$ cat src/prm_defines.svh
/*
 * Constants for the pump rotation manager: output count limits, reset values of the
 * rotation state and the configuration defaults.
 * Assumes it is included by its bare name by the package and the design modules.
 */
`ifndef PRM_DEFINES_SVH
`define PRM_DEFINES_SVH

// number of pump outputs and demand inputs
`define PRM_OUT_MAX 4
// accepted range of the controlled output count
`define PRM_NUM_OUT_MIN 3'h2
`define PRM_NUM_OUT_MAX 3'h4
// controlled output count after reset
`define PRM_NUM_OUT_RESET 3'h4
// rotation pointer after reset, zero based (output one)
`define PRM_PTR_RESET 2'h0
// pilot number shown for the reset pointer (output one)
`define PRM_PILOT_RESET 3'h1
// all outputs off
`define PRM_PUMPS_OFF 4'h0
// depth of the input synchroniser
`define PRM_SYNC_STAGES 2

`endif

$ cat src/prm_pkg.sv
/*
 * Types shared by the pump rotation manager modules.
 * Assumes prm_defines.svh is reachable on the include path.
 */
`include "prm_defines.svh"

package prm_pkg;

    // index of one pump output, zero based
    typedef logic [1:0] prm_idx_t;

    // all pin inputs that cross into the clock domain together
    typedef struct packed {
        logic [`PRM_OUT_MAX-1:0] demand;
        logic [`PRM_OUT_MAX-1:0] connected;
        logic [2:0] num_outputs;
        logic reinit_on_power_fail;
        logic power_restored;
    } prm_pins_t;

endpackage

$ cat src/prm_sync.sv
/*
 * Two flip-flop synchroniser for a bundle of pin levels.
 * Assumes each bit is a slow level; bits are not guaranteed to arrive in the same cycle.
 */
`timescale 1ns/100ps
`include "prm_defines.svh"

module prm_sync #(
    parameter int WIDTH = 8
) (
    // clock and reset
    input wire logic clock,
    input wire logic rst_n,
    // asynchronous levels in
    input wire logic [WIDTH-1:0] async_in,
    // synchronised levels out
    output logic [WIDTH-1:0] sync_out
);

    logic [WIDTH-1:0] stage [`PRM_SYNC_STAGES];

    // first stage feeds only the second stage
    always_ff @(posedge clock or negedge rst_n) begin
        if (!rst_n) begin
            stage[0] <= '0;
            stage[1] <= '0;
        end else begin
            stage[0] <= async_in;
            stage[1] <= stage[0];
        end
    end

    assign sync_out = stage[1];

endmodule

$ cat src/prm_pump_rotation.sv
/*
 * Pump rotation manager: switches up to four pump outputs on and off so that the
 * number running follows the number of active demand inputs, rotating usage.
 * Assumes pin inputs are asynchronous levels and scan_tick is a one-cycle pulse
 * from logic on the same clock marking each controller scan.
 */
// Summary of operation
// - pumps on equal active demands, capped at controlled outputs, four at most
// - rising demand switches on next outputs upward, starting at pointer, after running ones
// - falling demand switches off the output that has run longest
// - on switch-off pointer becomes output following the one switched off
// - controlled output count accepts only two, three or four
// - with two controlled outputs, outputs three and four stay off
// - with three controlled outputs, output four stays off
// - unconnected demand inputs count as off
// - at initialization the pointer is output one
// - optional reset of pointer to output one after a power failure
// - current pointer is shown as an integer output
`timescale 1ns/100ps
`include "prm_defines.svh"

module prm_pump_rotation (
    // clock and reset
    input wire logic clock,
    input wire logic rst_n,
    // scan pacing from controller logic
    input wire logic scan_tick,
    // demand pins and their connection straps
    input wire logic [`PRM_OUT_MAX-1:0] demand_in,
    input wire logic [`PRM_OUT_MAX-1:0] demand_connected,
    // configuration pins
    input wire logic [2:0] cfg_num_outputs,
    input wire logic cfg_reinit_on_power_fail,
    input wire logic power_restored,
    // pump drive and pilot number
    output logic [`PRM_OUT_MAX-1:0] pump_on,
    output logic [2:0] pilot_number
);

    prm_pkg::prm_pins_t pins_async;
    prm_pkg::prm_pins_t pins;
    logic [$bits(prm_pkg::prm_pins_t)-1:0] pins_sync_bits;
    logic [2:0] num_out;
    logic [2:0] cfg_hold;
    logic power_seen;
    prm_pkg::prm_idx_t ord [`PRM_OUT_MAX];
    logic [2:0] run_count;
    prm_pkg::prm_idx_t ptr;
    logic [2:0] active_count;
    logic [2:0] target;
    logic reconfig;
    logic power_event;
    logic step_up;
    logic step_down;
    prm_pkg::prm_idx_t last_on;
    prm_pkg::prm_idx_t next_idx;
    prm_pkg::prm_idx_t next_ptr;

    // wrap to output one past the highest controlled output
    function automatic prm_pkg::prm_idx_t wrap_next(input prm_pkg::prm_idx_t i,
                                                    input logic [2:0] n);
        logic [2:0] up;
        up = {1'b0, i} + 3'h1;
        if (up >= n) begin
            wrap_next = `PRM_PTR_RESET;
        end else begin
            wrap_next = up[1:0];
        end
    endfunction

    // gather pins and bring them into the clock domain
    assign pins_async = '{demand: demand_in, connected: demand_connected,
                          num_outputs: cfg_num_outputs,
                          reinit_on_power_fail: cfg_reinit_on_power_fail,
                          power_restored: power_restored};

    prm_sync #(
        .WIDTH($bits(prm_pkg::prm_pins_t))
    ) u_sync (
        .clock(clock),
        .rst_n(rst_n),
        .async_in(pins_async),
        .sync_out(pins_sync_bits)
    );

    assign pins = prm_pkg::prm_pins_t'(pins_sync_bits);

    // count connected active demands and cap at the controlled outputs
    always_comb begin
        active_count = 3'h0;
        for (int i = 0; i < `PRM_OUT_MAX; i++) begin
            active_count = active_count + {2'h0, pins.demand[i] & pins.connected[i]};
        end
        target = (active_count > num_out) ? num_out : active_count;
    end

    // decode events for this cycle
    assign reconfig = (pins.num_outputs == cfg_hold) &&
                      (pins.num_outputs >= `PRM_NUM_OUT_MIN) &&
                      (pins.num_outputs <= `PRM_NUM_OUT_MAX) &&
                      (pins.num_outputs != num_out);
    assign power_event = pins.power_restored & ~power_seen & pins.reinit_on_power_fail;
    assign step_up = scan_tick && (run_count < target);
    assign step_down = scan_tick && (run_count > target);
    assign last_on = ord[run_count[1:0] - 2'h1];
    assign next_idx = (run_count == 3'h0) ? ptr : wrap_next(last_on, num_out);
    assign next_ptr = wrap_next(ord[0], num_out);

    // last synchronised count; a count is taken only once it reads the same on two edges,
    // since its bits pass the synchroniser separately and may briefly mix old and new
    always_ff @(posedge clock or negedge rst_n) begin
        if (!rst_n) begin
            cfg_hold <= `PRM_NUM_OUT_RESET;
        end else begin
            cfg_hold <= pins.num_outputs;
        end
    end

    // controlled output count, changed only to an accepted value
    always_ff @(posedge clock or negedge rst_n) begin
        if (!rst_n) begin
            num_out <= `PRM_NUM_OUT_RESET;
        end else if (reconfig) begin
            num_out <= pins.num_outputs;
        end
    end

    // edge memory for the power restore strobe
    always_ff @(posedge clock or negedge rst_n) begin
        if (!rst_n) begin
            power_seen <= 1'b0;
        end else begin
            power_seen <= pins.power_restored;
        end
    end

    // age order of running outputs, oldest at entry zero
    always_ff @(posedge clock or negedge rst_n) begin
        if (!rst_n) begin
            run_count <= 3'h0;
            for (int i = 0; i < `PRM_OUT_MAX; i++) begin
                ord[i] <= `PRM_PTR_RESET;
            end
        end else if (reconfig) begin
            run_count <= 3'h0;
        end else if (step_up) begin
            ord[run_count[1:0]] <= next_idx;
            run_count <= run_count + 3'h1;
        end else if (step_down) begin
            for (int i = 0; i < `PRM_OUT_MAX - 1; i++) begin
                ord[i] <= ord[i+1];
            end
            run_count <= run_count - 3'h1;
        end
    end

    // rotation pointer and its integer view
    always_ff @(posedge clock or negedge rst_n) begin
        if (!rst_n) begin
            ptr <= `PRM_PTR_RESET;
            pilot_number <= `PRM_PILOT_RESET;
        end else if (reconfig || power_event) begin
            ptr <= `PRM_PTR_RESET;
            pilot_number <= `PRM_PILOT_RESET;
        end else if (step_down) begin
            ptr <= next_ptr;
            pilot_number <= {1'b0, next_ptr} + 3'h1;
        end
    end

    // pump drive, one output changes per scan; a new controlled output count switches all off
    always_ff @(posedge clock or negedge rst_n) begin
        if (!rst_n) begin
            pump_on <= `PRM_PUMPS_OFF;
        end else if (reconfig) begin
            pump_on <= `PRM_PUMPS_OFF;
        end else if (step_up) begin
            pump_on[next_idx] <= 1'b1;
        end else if (step_down) begin
            pump_on[ord[0]] <= 1'b0;
        end
    end
endmodule

$ cat config.mk
export PLATFORM = sky130hd
export DESIGN_NAME = prm_pump_rotation
export DESIGN_NICKNAME = d
export VERILOG_FILES = /design/src/prm_pkg.sv /design/src/prm_sync.sv /design/src/prm_pump_rotation.sv
export VERILOG_INCLUDE_DIRS = /design/src
export SDC_FILE = /design/constraint.sdc
export NUM_CORES = 1
export LEC_CHECK = 0
export BUFFER_PORTS_ARGS = -buffer_cell sky130_fd_sc_hd__buf_2
export CAP_MARGIN = 15
export CORE_AREA = 4 4 69 71
export CTS_CLUSTER_DIAMETER = 60
export DETAILED_ROUTE_END_ITERATION = 6
export DIE_AREA = 0 0 73 75
export PLACE_DENSITY = 0.92
export SYNTH_ARGS = -nofsm -noshare
export SYNTH_HDL_FRONTEND = slang
export SYNTH_SLANG_ARGS = --single-unit
$ cat constraint.sdc
create_clock -name clock -period 7.3 [get_ports clock]
set_input_delay 0.73 -clock clock [delete_from_list [all_inputs] [get_ports clock]]
set_output_delay 0.73 -clock clock [all_outputs]
set_load 0.05 [all_outputs]
==> results of run 1 <==
## cells by family after synthesis
family,Yosys count,share of synthesized area (%)
AO/OA/AOI/OAI,46,13.2
XOR/XNOR,1,0.348
adder cells (fa/ha/maj),26,13.5
buffers and inverters,20,3.09
flip-flops,53,52.9
multiplexers,9,4.93
AND/OR/NAND/NOR,61,12.0
## critical path, delay by kind of cell (launching register included)
family / cells / cell delay (ns)
compound gates: 4 / 0.67
fa+ha+maj: 6 / 2.05
buf+inv: 1 / 0.23
flops: 1 / 0.36
mux: 1 / 0.14
simple gates: 5 / 1.13
## cell usage after synthesis, types with 2 or more instances
cell      number  area [um^2]
dfrtp_1       50         1250
ha_1          24          300
nand2_1       16         60.1
inv_1         15         56.3
nor2_1        12         45.0
a21oi_1       10         50.1
nand3_1        8         40.0
nor3_1         8         40.0
a31oi_1        7         43.8
o22a_1         7         61.3
o21ai_0        6         30.0
and2_1         5         31.3
mux2_2         4         45.0
a211oi_1       3         22.5
a21o_1         3         22.5
clkbuf_1       3         11.3
dfstp_2        3         78.8
mux2i_1        3         30.0
nand2b_1       3         18.8
buf_2          2         10.0
fa_1           2         40.0
o21a_1         2         15.0
## sequential cells by signal, indices dropped and copies added (netlist names)
signal	cells
u_sync.stage	13
u_sync.sync_out	13
ord	8
pump_on	4
cfg_hold	3
num_out	3
pilot_number	3
run_count	3
ptr	2
power_seen	1
## power groups by stage
stage          Sequential (uW)  Combinational (uW)  Clock, uW
3_3_place_gp               422                 649          0
3_5_place_dp               427                 686          0
5_1_grt                    431                 774        178
2_1_floorplan              452                 505          0
4_1_cts                    422                 693        167
6_report                   424                 696        166
## area by class of cell
type                    instances  area (um^2)  share of cell area [%]
flip-flops and latches         53         1330                    48.2
multi-input cells             143         1110                    40.1
repair buffers                 23          118                    4.26
clock buffers                   6         72.6                    2.63
well taps                      52         65.1                    2.36
inverters                      15         56.3                    2.04
clock inverters                 2         13.8                   0.498
## routing by layer
layer	routed length, um	up-vias	GRT usage, %
met2	2510	49	34.2
met3	226	8	4.94
met5	0	-	0
met1	1980	842	24.6
met4	59	0	6.56
li1	-	804	-
## through the flow
| stage | hold slack, ns | total power, uW |
|---|---|---|
| after detailed placement | 0.335 | 1110 |
| after global routing | 0.363 | 1380 |
| final | 0.355 | 1290 |
| after global placement | 0.333 | 1070 |
| after CTS | 0.357 | 1280 |
| after floorplan | 0.331 | 957 |
## final timing paths
path | start | to
min in group asynchronous | rst_n | run_count[0]
max in group asynchronous | rst_n | ord[2]
min reg2reg | u_sync.stage[24] | u_sync.sync_out[11]
max | u_sync.sync_out[9] | run_count[2]
max reg2reg | u_sync.sync_out[9] | run_count[2]
min | u_sync.stage[24] | u_sync.sync_out[11]
==> results by group, run 1 <==
Die
  – Die Y: 75 um
  – CORE AREA: between 0.004 and 0.005 mm^2
  – Die W: 73 um
  – Num ports: 23
  – Die ar.: approximately 0.0055 mm^2
  – Starting Density: 59.4%
  – FP Rows: 24

Power and ir drop
  – Pint: between 700 and 800 uW
  – Switching pwr: between 500 and 600 uW
  – Cell Pwr Density: about 470 mW/mm^2
  – Combinational power share: between 50% and 60%
  – Sequential share of power: ~33%
  – Leak: about 0.0013 uW
  – Net Sw Frac: between 40 and 50%
  – Clk pwr share: 12.9%
  – Max VDD drop: between 0.0002 and 0.0003 V

Global routing
  – Vias in the first global route: between 1500 and 2000
  – GRT Total Usage: 19.8%
  – Remaining Overflow, GRT: 0
  – Number of antenna violations at the first check in global routing: 0
  – Largest net degree at the start of global routing: 54
  – First-pass GRT wire length: between 8 and 9 mm

STA
  – RSZ-0062 raised after global routing: false
  – Period utilisation layout: roughly two thirds
  – Final WS setup: 2.56 ns
  – Final hold vios: 0
  – Slew at the pin closest to its max-slew limit: approximately 0.66 ns
  – Post-route clock skew: 0.00511 ns
  – Final Setup Violations: 0
  – Setup TNS: 0 ns
  – Post-layout min period: between 4 and 5 ns
  – FMAX: approximately 210 MHz
  – Max transition margin: a little under three fifths
  – Final Max Slew Viols: 0

Synthesis
  – Avg Synthesized Cell Area: between 10 and 15 um^2
  – Mapped Cells: 216
  – Post-synth ARST share: between 90% and 100%
  – Netlist cell types: 42
  – Post-synth top flop: dfrtp_1
  – Flops & latches, synth: 53
  – Post-synth EDFFs: 0
  – Mapped Area: about 0.0025 mm^2
  – Syn nets: 258
  – Register area share after synthesis: ~53%
  – Yosys warnings: 0

Critical path
  – Crit-path cells: and2_1, fa_1, ha_1, ha_1, ha_1, a21o_1, a21oi_1, a31oi_1, mux2i_1, ha_1, nand3b_1, and3_1, inv_1, fa_1, nor3_1, o21a_1, nor3_1
  – Critical path endpoint category: flip-flop
  – Worst-path fanout max: 21
  – CP peak stage delay: ~0.56 ns
  – Kind of critical path: flip-flop to flip-flop
  – Startpoint Class: flip-flop
  – CP most frequent cell: ha_1
  – Critical Path RT: ~7.5 ns
  – Slowest CP cell: and3_1
  – Reg2Reg Depth: 17
  – Worst EP arrival: approximately 4.9 ns
  – R2R setup slack: around 2.6 ns

Placed design
  – Post-DP Area: 0.00268 mm^2
  – Placement Setup Slack: 2.61 ns
  – Placed insts: 286
  – RD Place Congestion: around 0.90
  – DP HPWL: approximately 3.5 mm
  – IO Port Bufs: 22

Clock tree
  – Hold_buf cts: 0
  – Reg clk slew, reported paths: ~0.10 ns
  – Clk sink count: 53
  – Maximum clock path buffer count: 2
  – Postcts setup bufs: 0
  – CTS tree: done
  – Root buffer cell: clkbuf_8
  – Total CTS buffers: 5
  – CTS resizes: 0
  – Worst-Skew Late Latency: 0.31 ns
  – H-tree Lvls: 2

Drt
  – Drt via density: about 5.8
  – Post-DR wirelength/cell: 16.2 um
  – DRC viols: 0
  – ANT nets after route: 0
  – Final Routed Wirelength: ~4.8 mm
  – DR vias: 1703
  – Drt pass-1 iters: 4
  – Initial drt markers: slightly below 70

Layout
  – Commonest non-fill, non-tap cell in the layout: dfrtp_1
  – Final instance area: 0.00276 mm^2
  – Syn-to-layout area delta: 9.86%
  – Final Util: 65.2%
  – Share of layout cells above drive strength 1: between 15 and 20%
  – ANT cells: 0
  – Fin nets: 283
  – Non-filler cells, final: 294
  – Fill cell count: between 300 and 400
  – Most frequent cells in the layout: 50 x dfrtp_1, 24 x ha_1, 22 x buf_2, 16 x nand2_1, 15 x inv_1

Worst hold path
  – Worst hold path class: flip-flop to flip-flop
  – Hold Path Depth: 0

Status
  – Status: complete, no violations

Job
  – MaxCap Viol Count: 0
(Power assumes the default switching activity.)
==> inputs of run 2 (changes only) <==
Settings changed: CORE_AREA 4 4 69 71 to 4 4 74 76, DIE_AREA 0 0 73 75 to 0 0 78 80, PLACE_DENSITY 0.92 to 0.85.
Clock period 7.3 ns to 4.2 ns, I/O delays scaled along.
==> run 2 against run 1 <==
  * Clock power up 77%
  * Sequential share of layout area down 1.7 points
  * Via count down 0.94%
  * Global-route usage down 4.2 points
  * Combinational power up 80%
  * Critical path type unchanged
==> results by group, run 2 (synthesized netlist as in run 1, its figures left out) <==
Status
  – Status: complete, no violations

STA
  – Setup TNS: 0 ns (unchanged)
  – Hold slack: 0.107 ns (-0.248 ns)
  – Post-layout min period: 3.95 ns (-0.784 ns)
  – Final Setup Violations: 0 (unchanged)
  – FMAX: 253 MHz (+20%)
  – RSZ-0062 raised after global routing: false
  – Final hold vios: 0 (unchanged)
  – Final WS setup: 0.246 ns (-2.32 ns)
  – Slew at the pin closest to its max-slew limit: 0.677 ns (+0.0190 ns)
  – Final Max Slew Viols: 0 (unchanged)
  – Period utilisation layout: 94.1% (+29 points)
  – Post-route clock skew: 0.00800 ns (+0.00289 ns)
  – Max transition margin: 54.9% (-1.3 points)

Clock tree
  – Root buffer cell: clkbuf_8
  – CTS tree: done
  – Total CTS buffers: 5 (unchanged)
  – Maximum clock path buffer count: 2 (unchanged)
  – Reg clk slew, reported paths: 0.10 ns (about the same)
  – H-tree Lvls: 2 (unchanged)
  – Worst-Skew Late Latency: 0.31 ns (about the same)
  – Clk sink count: 53 (unchanged)

Layout
  – Fin nets: 285 (+0.71%)
  – FF+latch area: 0.00133 mm^2 (unchanged)
  – Commonest non-fill, non-tap cell in the layout: dfrtp_1
  – Multi-input logic area: 0.00115 mm^2 (+4.3%)
  – Syn-to-layout area delta: 13.9%
  – Most frequent cells in the layout: 50 x dfrtp_1, 22 x ha_1, 22 x buf_2, 16 x nand2_1, 14 x inv_1
  – Fill cell count: 376 (+23%)
  – ANT cells: 0 (unchanged)
  – Share of layout cells above drive strength 1: 21.7% (+4.4 points)
  – Final instance area: 0.00286 mm^2 (+3.7%)

Drt
  – WL met1: 1.98 mm (about the same)
  – Initial drt markers: 92 (+35%)
  – Drt pass-1 iters: 4 (unchanged)
  – Final Routed Wirelength: 4.55 mm (-4.7%)
  – ANT nets after route: 0 (unchanged)
  – Met2 WL: 2.24 mm (-11%)
  – WL met3: 199 um (-12%)
  – Post-DR wirelength/cell: 14.6 um (-9.9%)
  – DR vias: 1687 (-0.94%)
  – Top routing layer in use: met4
  – Drt via density: 5.42 (-6.4%)
  – DRC viols: 0 (unchanged)

Power and ir drop
  – Cell Pwr Density: 796 mW/mm^2 (+71%)
  – Leak: 0.00133 uW (+1.3%)
  – Max VDD drop: 0.000322 V (+25%)
  – Overall power: 2280 uW (+77%)

Global routing
  – Number of antenna violations at the first check in global routing: 0 (unchanged)
  – Vias in the first global route: 1675 (-6.3%)
  – First-pass GRT wire length: 7.49 mm (-8.7%)
  – GRT Total Usage: 15.6% (-4.2 points)
  – Remaining Overflow, GRT: 0 (unchanged)
  – Largest net degree at the start of global routing: 54 (unchanged)

Placed design
  – IO Port Bufs: 22 (unchanged)
  – Placement Setup Slack: 0.0829 ns (-2.53 ns)
  – DP HPWL: 3.22 mm (-8.3%)
  – RD Place Congestion: 0.840 (-6.8%)
  – Post-DP Area: 0.00270 mm^2 (+0.98%)

Critical path
  – Critical path endpoint category: flip-flop
  – Worst EP arrival: 4.16 ns (-0.75 ns)
  – CP peak stage delay: 0.47 ns (-0.09 ns)
  – Kind of critical path: flip-flop to flip-flop
  – Crit-path cells: and2_1, fa_1, ha_1, ha_4, ha_4, a21o_1, a21oi_2, a31oi_2, mux2_2, ha_1, nand3_1, nand2_1, a21boi_1, buf_4, or2_1, o22a_1
  – Slowest CP cell: fa_1
  – Worst-path fanout max: 6 (-71%)
  – Startpoint Class: flip-flop
  – Critical Path RT: 4.41 ns (-3.06 ns)

Die
  – Die W: 78 um (+6.8%)
  – Die ar.: 0.00624 mm^2 (+14%)
  – Num ports: 23 (unchanged)
  – Die Y: 80 um (+6.7%)
  – CORE AREA: 0.00472 mm^2 (+12%)
  – FP Rows: 25 (+4.2%)
  – Starting Density: 53.2% (-6.1 points)

Job
  – MaxCap Viol Count: 0 (unchanged)

Worst hold path
  – Worst hold path class: input pin to async pin
run 2: final timing paths:
path                                    start            endpoint  slack (ns)  cells after the start
max reg2reg                u_sync.sync_out[9]              ord[4]        0.25                     16
min                                     rst_n          pump_on[0]        0.11                      1
max in group asynchronous               rst_n         cfg_hold[2]        3.48                      2
max                        u_sync.sync_out[9]              ord[4]        0.25                     16
min in group clock         cfg_num_outputs[1]    u_sync.stage[16]        0.21                      1
min reg2reg                  u_sync.stage[20]  u_sync.sync_out[7]        0.36                      0
run 2: area by class of cell:
| class | count | area share [%] |
|---|---|---|
| Clock buffer | 5 | 2.40 |
| Clock inverter | 3 | 0.874 |
| Tap cell | 67 | 2.93 |
| Multi-Input combinational cell | 143 | 40.3 |
| Inverter | 15 | 1.97 |
| Sequential cell | 53 | 46.5 |
| Timing Repair Buffer | 25 | 5.07 |
run 2: per-layer routing:
| metal | track usage (%) | vias to the layer above |
|---|---|---|
| met4 | 7.17 | 0 |
| met2 | 26.4 | 42 |
| met5 | 0 | - |
| met1 | 19.0 | 817 |
| met3 | 3.39 | 13 |
| li1 | - | 815 |
run 2: worst max-delay path, delay by kind of cell (launching register included):
kind                     cells  cell delay, ns
AO/OA/AOI/OAI                5            0.76
adder cells (fa/ha/maj)      5            1.49
buffers and inverters        1            0.16
flip-flops                   1            0.37
multiplexers                 1            0.37
AND/OR/NAND/NOR              4            0.71
run 2: report_power, final:
group	switching (uW)	internal (uW)	total [uW]	leakage, uW
clock network	172	122	294	0.0000452
logic	710	541	1250	0.000650
registers	111	624	735	0.000630
total	992	1290	2280	0.00133
run 2: metrics by stage:
step	cells	utilization [%]
CTS	310	59.2
global placement	302	57.2
detailed placement	302	57.2
finish	311	60.6
floorplan	216	-
global route	311	60.6
run 2: what timing repair did:
item                       in CTS  in global routing
resized for setup               0                  9
hold buffers                    0                  0
setup buffers                   0                  0
setup endpoints to repair       0                 19
